===== src/verilog/qpot_defines.svh =====
// constants shared by the quad pot link ends
// Behaviour
// - frame opens with type, zeros, device select
// - tap value is six low bits, MSB first
// - opcode 1001 reads selected wiper position
// - opcode 1010 writes third byte to wiper
// - opcode 1011 reads selected stored tap value
// - opcode 1100 writes stored value after deselect
// - opcode 1101 copies stored value to wiper
// - opcode 1110 stores wiper, starts write cycle
// - opcode 0010 steps until chip select rises
// - clock high with input high steps up
// - clock high with input low steps down
// - opcode 0001 loads all wipers from store
// - opcode 1000 stores all wipers, write cycle
// - write-in-progress flag during nonvolatile write
// - wiper load immediate, store takes write time
`ifndef QPOT_DEFINES_SVH
`define QPOT_DEFINES_SVH
`define DEV_TYPE      4'h5
`define OP_RD_WIPER   4'h9
`define OP_WR_WIPER   4'ha
`define OP_RD_STORE   4'hb
`define OP_WR_STORE   4'hc
`define OP_LOAD_ONE   4'hd
`define OP_SAVE_ONE   4'he
`define OP_LOAD_ALL   4'h1
`define OP_SAVE_ALL   4'h8
`define OP_STEP       4'h2
`define OP_STATUS     4'h5
`define STATUS_LOW    4'h1
`define REF_MHZ       25
`define WRITE_TIME_US 10
`define WRITE_CYCLES  16'(`WRITE_TIME_US * `REF_MHZ)
`define HALF_SCK      4'h8
`define REG_CMD       8'h00
`define REG_DATA      8'h04
`define REG_STATUS    8'h08
`define REG_INT_STAT  8'h0c
`define REG_INT_MASK  8'h10
`endif


===== src/verilog/qpot_pkg.sv =====
// types shared by the quad pot link ends
package qpot_pkg;
  typedef logic [5:0] tap_type;
  typedef enum logic [1:0] {H_IDLE, H_LOW, H_HIGH, H_GAP} host_state_type;
endpackage


===== src/verilog/qpot_link_if.sv =====
// serial link between controller and quad pot device
`timescale 1ns/1ps
interface qpot_link_if;
  logic cs_n;
  logic sck;
  logic si;
  logic so;
  logic so_oe;
  modport device (input cs_n, sck, si, output so, so_oe);
  modport host (output cs_n, sck, si, input so, so_oe);
endinterface


===== src/verilog/qpot_device.sv =====
// quad pot serial command decoder, device end
`timescale 1ns/1ps
`include "qpot_defines.svh"
module qpot_device (
  // clock and reset
  input  wire logic       i_ref_clk,
  input  wire logic       i_rst_n,
  // strapped select pins
  input  wire logic [1:0] i_device_select,
  // serial link
  qpot_link_if.device     link,
  // wiper outputs, pot n at bits 6n+5..6n
  output logic [23:0]     o_wiper_taps,
  output logic            o_write_busy
);
  import qpot_pkg::*;

  function automatic tap_type step_tap(input tap_type t, input logic up);
    if (up)
      step_tap = (t == 6'h3f) ? t : tap_type'(t + 6'h01);
    else
      step_tap = (t == 6'h00) ? t : tap_type'(t - 6'h01);
  endfunction

  logic [2:0] cs_sync;
  logic [2:0] sck_sync;
  logic [1:0] si_sync;
  logic [1:0] sel_meta;
  logic [1:0] sel_sync;
  logic       cs_fall;
  logic       cs_rise;
  logic       sck_rise;
  logic       sck_fall;
  logic       frame;
  logic       ignore;
  logic [4:0] bit_cnt;
  logic [7:0] in_shift;
  logic [7:0] out_shift;
  logic [3:0] op;
  logic [1:0] reg_sel;
  logic [1:0] pot_sel;
  logic       reading;
  logic       store_due;
  tap_type    store_val;
  logic [15:0] busy_cnt;
  tap_type    wiper [4];
  tap_type    store [16];
  logic [7:0] next_byte;

  // bit 2 of each chain is only an edge history, never the sampled level
  always_ff @(posedge i_ref_clk or negedge i_rst_n) begin
    if (!i_rst_n) begin
      cs_sync  <= 3'h7;
      sck_sync <= 3'h0;
      si_sync  <= 2'h0;
      sel_meta <= 2'h0;
      sel_sync <= 2'h0;
    end else begin
      cs_sync  <= {cs_sync[1:0], link.cs_n};
      sck_sync <= {sck_sync[1:0], link.sck};
      si_sync  <= {si_sync[0], link.si};
      // strap pins are asynchronous; a rewired board must not glitch
      sel_meta <= i_device_select;
      sel_sync <= sel_meta;
    end
  end

  assign cs_fall  = cs_sync[2] & ~cs_sync[1];
  assign cs_rise  = ~cs_sync[2] & cs_sync[1];
  assign sck_rise = ~sck_sync[2] & sck_sync[1];
  assign sck_fall = sck_sync[2] & ~sck_sync[1];
  assign frame    = ~cs_sync[1];
  assign next_byte = {in_shift[6:0], si_sync[1]};

  // bit counter saturates so long step phases never wrap
  always_ff @(posedge i_ref_clk or negedge i_rst_n) begin
    if (!i_rst_n) begin
      bit_cnt  <= 5'h00;
      in_shift <= 8'h00;
    end else if (cs_fall) begin
      bit_cnt  <= 5'h00;
    end else if (frame && sck_rise) begin
      in_shift <= next_byte;
      if (bit_cnt != 5'h1f)
        bit_cnt <= bit_cnt + 5'h01;
    end
  end

  // header and instruction decode
  always_ff @(posedge i_ref_clk or negedge i_rst_n) begin
    if (!i_rst_n) begin
      ignore  <= 1'b0;
      op      <= 4'h0;
      reg_sel <= 2'h0;
      pot_sel <= 2'h0;
    end else if (cs_fall) begin
      ignore <= 1'b0;
      op     <= 4'h0;
    end else if (frame && sck_rise) begin
      if (bit_cnt == 5'h07 &&
          (next_byte != {`DEV_TYPE, 2'b00, sel_sync}))
        ignore <= 1'b1;
      if (bit_cnt == 5'h0f) begin
        op      <= next_byte[7:4];
        reg_sel <= next_byte[3:2];
        pot_sel <= next_byte[1:0];
      end
    end
  end

  // read data leaves on falling edges, MSB first
  always_ff @(posedge i_ref_clk or negedge i_rst_n) begin
    if (!i_rst_n) begin
      out_shift  <= 8'h00;
      reading    <= 1'b0;
      link.so    <= 1'b0;
      link.so_oe <= 1'b0;
    end else if (!frame || ignore) begin
      reading    <= 1'b0;
      link.so_oe <= 1'b0;
    end else if (sck_rise && bit_cnt == 5'h0f) begin
      reading <= 1'b1;
      unique case (next_byte[7:4])
        `OP_RD_WIPER:
          out_shift <= {2'b00, wiper[next_byte[1:0]]};
        `OP_RD_STORE:
          out_shift <= {2'b00, store[next_byte[3:0]]};
        `OP_STATUS:
          out_shift <= {7'h00, o_write_busy};
        default:
          reading <= 1'b0;
      endcase
    end else if (sck_fall && reading) begin
      link.so    <= out_shift[7];
      link.so_oe <= 1'b1;
      out_shift  <= {out_shift[6:0], 1'b0};
    end
  end

  // wiper registers: writes, transfers and steps act at once
  always_ff @(posedge i_ref_clk or negedge i_rst_n) begin
    if (!i_rst_n) begin
      for (int p = 0; p < 4; p++)
        wiper[p] <= 6'h00;
    end else if (frame && !ignore && sck_rise) begin
      if (bit_cnt == 5'h17 && op == `OP_WR_WIPER)
        wiper[pot_sel] <= next_byte[5:0];
      else if (bit_cnt >= 5'h10 && op == `OP_STEP)
        wiper[pot_sel] <= step_tap(wiper[pot_sel], si_sync[1]);
    end else if (cs_rise && !ignore && bit_cnt == 5'h10) begin
      if (op == `OP_LOAD_ONE)
        wiper[pot_sel] <= store[{reg_sel, pot_sel}];
      else if (op == `OP_LOAD_ALL && pot_sel == 2'h0) begin
        for (int p = 0; p < 4; p++)
          wiper[p] <= store[{reg_sel, 2'(p)}];
      end
    end
  end

  // data byte held until deselect starts the store
  always_ff @(posedge i_ref_clk or negedge i_rst_n) begin
    if (!i_rst_n) begin
      store_due <= 1'b0;
      store_val <= 6'h00;
    end else if (cs_fall) begin
      store_due <= 1'b0;
    end else if (frame && sck_rise && bit_cnt == 5'h17 &&
                 op == `OP_WR_STORE) begin
      store_due <= 1'b1;
      store_val <= next_byte[5:0];
    end
  end

  // nonvolatile stores; new ones are dropped while a cycle runs
  always_ff @(posedge i_ref_clk or negedge i_rst_n) begin
    if (!i_rst_n) begin
      for (int i = 0; i < 16; i++)
        store[i] <= 6'h00;
      busy_cnt     <= 16'h0000;
      o_write_busy <= 1'b0;
    end else if (cs_rise && !ignore && !o_write_busy &&
                 (store_due || (bit_cnt == 5'h10 &&
                  (op == `OP_SAVE_ONE ||
                   (op == `OP_SAVE_ALL && pot_sel == 2'h0))))) begin
      if (store_due)
        store[{reg_sel, pot_sel}] <= store_val;
      else if (op == `OP_SAVE_ONE)
        store[{reg_sel, pot_sel}] <= wiper[pot_sel];
      else begin
        for (int p = 0; p < 4; p++)
          store[{reg_sel, 2'(p)}] <= wiper[p];
      end
      busy_cnt     <= `WRITE_CYCLES;
      o_write_busy <= 1'b1;
    end else if (busy_cnt != 16'h0000) begin
      busy_cnt <= busy_cnt - 16'h0001;
      if (busy_cnt == 16'h0001)
        o_write_busy <= 1'b0;
    end
  end

  assign o_wiper_taps = {wiper[3], wiper[2], wiper[1], wiper[0]};
endmodule // qpot_device


===== src/flat_wrapper.sv =====
// flat-port wrapper written by rule: the top's interface ports become plain ports
module qpot_device_flat import qpot_pkg::*;
  (i_ref_clk, i_rst_n, i_device_select, o_wiper_taps, o_write_busy, link_cs_n, link_sck, link_si, link_so, link_so_oe);
  qpot_link_if link_i ();
  input  wire logic i_ref_clk;
  input  wire logic i_rst_n;
  input  wire logic [1:0] i_device_select;
  output logic [23:0] o_wiper_taps;
  output logic o_write_busy;
  input wire logic [$bits(link_i.cs_n)-1:0] link_cs_n;
  input wire logic [$bits(link_i.sck)-1:0] link_sck;
  input wire logic [$bits(link_i.si)-1:0] link_si;
  output wire logic [$bits(link_i.so)-1:0] link_so;
  output wire logic [$bits(link_i.so_oe)-1:0] link_so_oe;
  assign link_i.cs_n = link_cs_n;
  assign link_i.sck = link_sck;
  assign link_i.si = link_si;
  assign link_so = link_i.so;
  assign link_so_oe = link_i.so_oe;
  qpot_device u_core (.i_ref_clk(i_ref_clk), .i_rst_n(i_rst_n), .i_device_select(i_device_select), .link(link_i), .o_wiper_taps(o_wiper_taps), .o_write_busy(o_write_busy));
endmodule

===== config.mk =====
export PLATFORM = sky130hd
export DESIGN_NAME = qpot_device_flat
export DESIGN_NICKNAME = d
export VERILOG_FILES = /design/src/verilog/qpot_pkg.sv /design/src/verilog/qpot_link_if.sv /design/src/verilog/qpot_device.sv /design/src/flat_wrapper.sv
export VERILOG_INCLUDE_DIRS = /design/src /design/src/verilog
export SDC_FILE = /design/constraint.sdc
export NUM_CORES = 1
export LEC_CHECK = 0
export BUFFER_PORTS_ARGS = -buffer_cell sky130_fd_sc_hd__clkbuf_2
export CAP_MARGIN = 20
export CELL_PAD_IN_SITES_DETAIL_PLACEMENT = 0
export CELL_PAD_IN_SITES_GLOBAL_PLACEMENT = 1
export CORE_MARGIN = 2
export CORE_UTILIZATION = 46
export DETAILED_ROUTE_END_ITERATION = 8
export GPL_ROUTABILITY_DRIVEN = 1
export PLACE_DENSITY_LB_ADDON = 0.1
export SYNTH_ARGS = -nofsm -noshare
export SYNTH_HDL_FRONTEND = slang
export SYNTH_SLANG_ARGS = --single-unit

===== constraint.sdc =====
create_clock -name i_ref_clk -period 4.5 [get_ports i_ref_clk]
set_clock_uncertainty 0.15 [all_clocks]
set_input_delay 0.225 -clock i_ref_clk [delete_from_list [all_inputs] [get_ports i_ref_clk]]
set_output_delay 0.225 -clock i_ref_clk [all_outputs]
set_load 0.01 [all_outputs]

==> impl_metrics.yaml <==
status:
  status: "finished, final reports clean"
worst_setup_path:
  startpoint_type: "flip-flop"
  cp_top_family: "compound AO/OA/AOI/OAI gates"
  worst_r2r_path_depth: 9
  endpoint_kind: "flip-flop"
  crit_slowest_cell: "dfrtp_1"
  slowest_delay_ns: 0.81
  cp.depth: 9
  critPathLaunch: "u_core.pot_sel[0]$_DFFE_PN0P_"
  arrival_ns: 3.59
  crit_end: "u_core.o_wiper_taps[16]$_DFFE_PN0P_"
  rrSetupSlack_ns: 1.11
  r2r-start: "u_core.pot_sel[0]$_DFFE_PN0P_"
  worstPathCellList: "mux4_2, inv_1, ha_1, nor2b_1, a2bb2oi_1, nor3_1, o21ai_0, o211ai_1, o221ai_1"
  r2r-end: "u_core.o_wiper_taps[16]$_DFFE_PN0P_"
  cp.required_ns: 4.70
  path_class: "reg -> reg"
  path_max_fanout: 19
  critPathBufInv: 1
floorplanning:
  rows: 57
  floorplan.initialDensity_pct: 47.10
  die_width_um: 162.0
  ios: 34
  fp.dieArea_um2: 26260
  coreArea_um2: 24390
  die_h_um: 162.0
logic_synthesis:
  post-synth-top-area-fraction_pct: 40.30
  synth_seq_cells: 188
  synth_area_per_cell_um2: 10.76
  synthDistinctLibCells: 91
  async_reset_ff_share_pct: 100.0
  synth_edf_count: 0
  netlist_top_cells_area: "dfrtp_1, mux4_2, nand2_1, mux2_2, o21ai_0"
  syn_inst: 1068
  synth_top_cell_by_area: "dfrtp_1"
  netlist_area_um2: 11490
  ys_warn_count: 0
  synth_nets: 1085
  synth-main-ff-cell: "dfrtp_1"
  ys_seq_area_share_pct: 40.98
power_and_ir_drop:
  seq_power_share_pct: 52.1
  cellLeakagePower_nw: 5.073
  power_switching_w: 0.0009568
  clockPowerShare_pct: 42.2
  vdd_drop_max_v: 0.0001991
  internal-power_w: 0.002542
  p_sw_share_pct: 27.35
  pwr-share-comb_pct: 5.7
  power_density_nw_per_um2: 281.6
job:
  cap_viol_max_count: 0
timing:
  relSlewSlack_pct: 34.03
  slew_violations: 0
  whs_ns: 0.1999
  max_freq_mhz: 295.3
  worst_pin_slew_ns: 0.9858
  tns_ns: 0
  setup_violations: 0
  hold_viol_final: 0
  fin_crit_sh_pct: 75.26
  rsz0062_at_grt: "no"
  min_period_ns: 3.387
finish:
  layout_common_cells: "dfrtp_1, nand2_1, nor2_1, o21ai_0, mux4_2"
  layout_commonest_cell: "dfrtp_1"
  final_net_count: 1085
  syn_to_final_growth_pct: 8.136
  drive_gt1_share_pct: 24.98
detailed_routing:
  drt_wl_total_mm: 37.96
  drt-initial-drc-count: 1077
  route.detailed.drc: 0
  vias: 9008
  wl_per_cell_um: 27.00
  drt-vias-per-instance: 6.407
  ant_nets: 0
  first_pass_iters: 5
min_path:
  hp-class: "reg -> reg"
global_routing:
  overflow: 0
  grt_max_degree: 116
  grt_pass1_wl_mm: 57.16
  antenna_found_initial: 1
  grt_use_total_pct: 29.70
  grt_pass1_vias: 8685
placed_design:
  io_buffers: 33
  place_hpwl_mm: 27.87
  place.gp.congestion: 0.9438
cts:
  clk_pin_slew_ns: 0.08
  cts_setup_buffers: 0
  ctsResizeCount: 0
  cts_made_buffers: 17
  cts_max_level: 4
  cts_root_buffer: "clkbuf_16"
  clock_sinks: 188
  clock_latency_ns: 0.44
  clockBufferDepth: 2
  tritoncts: "yes"
==> per-layer routing <==
metal / share of wire (%) / vias up / wire length [µm] / global-route usage [%]
met1: 43 / 4524 / 16260 / 41.21
met3: 7.0 / 68 / 2661 / 5.618
met2: 47 / 399 / 17650 / 46.63
met5: 0 / - / 0 / 0
li1: - / 4017 / - / -
met4: 3.6 / 0 / 1379 / 11.10
==> Yosys cell counts (15+ instances only) <==
cell type,n
o21ai_0,72
clkbuf_1,35
nor2_2,17
mux2_2,35
dfrtp_1,185
mux4_2,66
a22oi_1,30
nand3_1,16
a21oi_2,18
nand2_1,112
nor3_1,16
buf_2,24
inv_1,24
a32oi_1,15
a21oi_1,50
nor2_1,76
==> per-stage QoR <==
stage / util, % / power [W] / area, µm² / cells / setup slack [ns]
2_1_floorplan: - / 0.001924 / 11490 / 1068 / 1.779
3_3_place_gp: 48.30 / 0.002034 / 11780 / 1366 / 1.219
3_5_place_dp: 48.30 / 0.002036 / 11780 / 1366 / 1.185
4_1_cts: 50.81 / 0.003502 / 12390 / 1404 / 1.182
5_1_grt: 50.92 / 0.003604 / 12420 / 1405 / 0.8278
6_report: 50.93 / 0.003499 / 12420 / 1406 / 1.113
==> power by group through the flow <==
stage | logic, W | registers [W] | clock network, W
after CTS | 0.000175 | 0.00183 | 0.00149
after detailed placement | 0.000170 | 0.00187 | 0
final | 0.000199 | 0.00182 | 0.00148
after global placement | 0.000169 | 0.00186 | 0
after floorplan | 0.000156 | 0.00177 | 0
after global routing | 0.000217 | 0.00182 | 0.00156
==> what timing repair did <==
action,CTS,global route
hold buffers,6,0
endpoints found under the hold margin,116,0
endpoints found under the setup margin,0,0
==> state kept, by name (all words and copies together) (netlist names) <==
name                 count
u_core.store_val         6
u_core.ignore            1
u_core.store_due         1
u_core.out_shift         8
u_core.bit_cnt           5
u_core.sck_sync          3
u_core.sel_sync          2
u_core.link.so           1
u_core.in_shift          7
u_core.link.so_oe        1
u_core.si_sync           2
u_core.sel_meta          2
u_core.pot_sel           2
u_core.o_wiper_taps     24
u_core.op                4
u_core.o_write_busy      1
u_core.store            96
u_core.reg_sel           2
u_core.reading           1
u_core.cs_sync           3
u_core.busy_cnt         16
==> how the worst min path moves through the flow <==
stage / depth (start not counted) / start / endpoint / slack, ns
6_report: 0 / u_core.sel_meta[0]$_DFF_PN0_ / u_core.sel_sync[0]$_DFF_PN0_ / 0.20
5_1_grt: 0 / u_core.si_sync[0]$_DFF_PN0_ / u_core.si_sync[1]$_DFF_PN0_ / 0.21
4_1_cts: 0 / u_core.sel_meta[0]$_DFF_PN0_ / u_core.sel_sync[0]$_DFF_PN0_ / 0.20
2_1_floorplan: 0 / i_rst_n / u_core.bit_cnt[0]$_DFFE_PN0P_ / -0.22
3_5_place_dp: 1 / link_cs_n / u_core.cs_sync[0]$_DFF_PN1_ / 0.17
3_3_place_gp: 1 / link_cs_n / u_core.cs_sync[0]$_DFF_PN1_ / 0.17
==> final cells by class <==
class | instances | area [µm²]
diodes | 1 | 2.502
well taps | 324 | 405.4
flip-flops and latches | 188 | 4711
inverters | 24 | 90.09
clock inverters | 14 | 123.9
clock buffers | 18 | 429.2
repair buffers | 60 | 424.2
multi-input cells | 777 | 6237
fillers | 2257 | 11970
==> kinds of logic (layout without fill, tap and decap cells) <==
| group | count (synthesis) | in the layout | share of synthesized area (%) |
|---|---|---|---|
| fa+ha+maj | 10 | 10 | 1.089 |
| xor+xnor | 17 | 17 | 1.296 |
| mux | 116 | 116 | 17.83 |
| buf+inv | 103 | 116 | 4.727 |
| compound gates | 293 | 293 | 17.99 |
| other cells | 0 | 1 | 0 |
| flops | 188 | 188 | 40.98 |
| simple gates | 341 | 341 | 16.09 |
(Power assumes the default switching activity.)
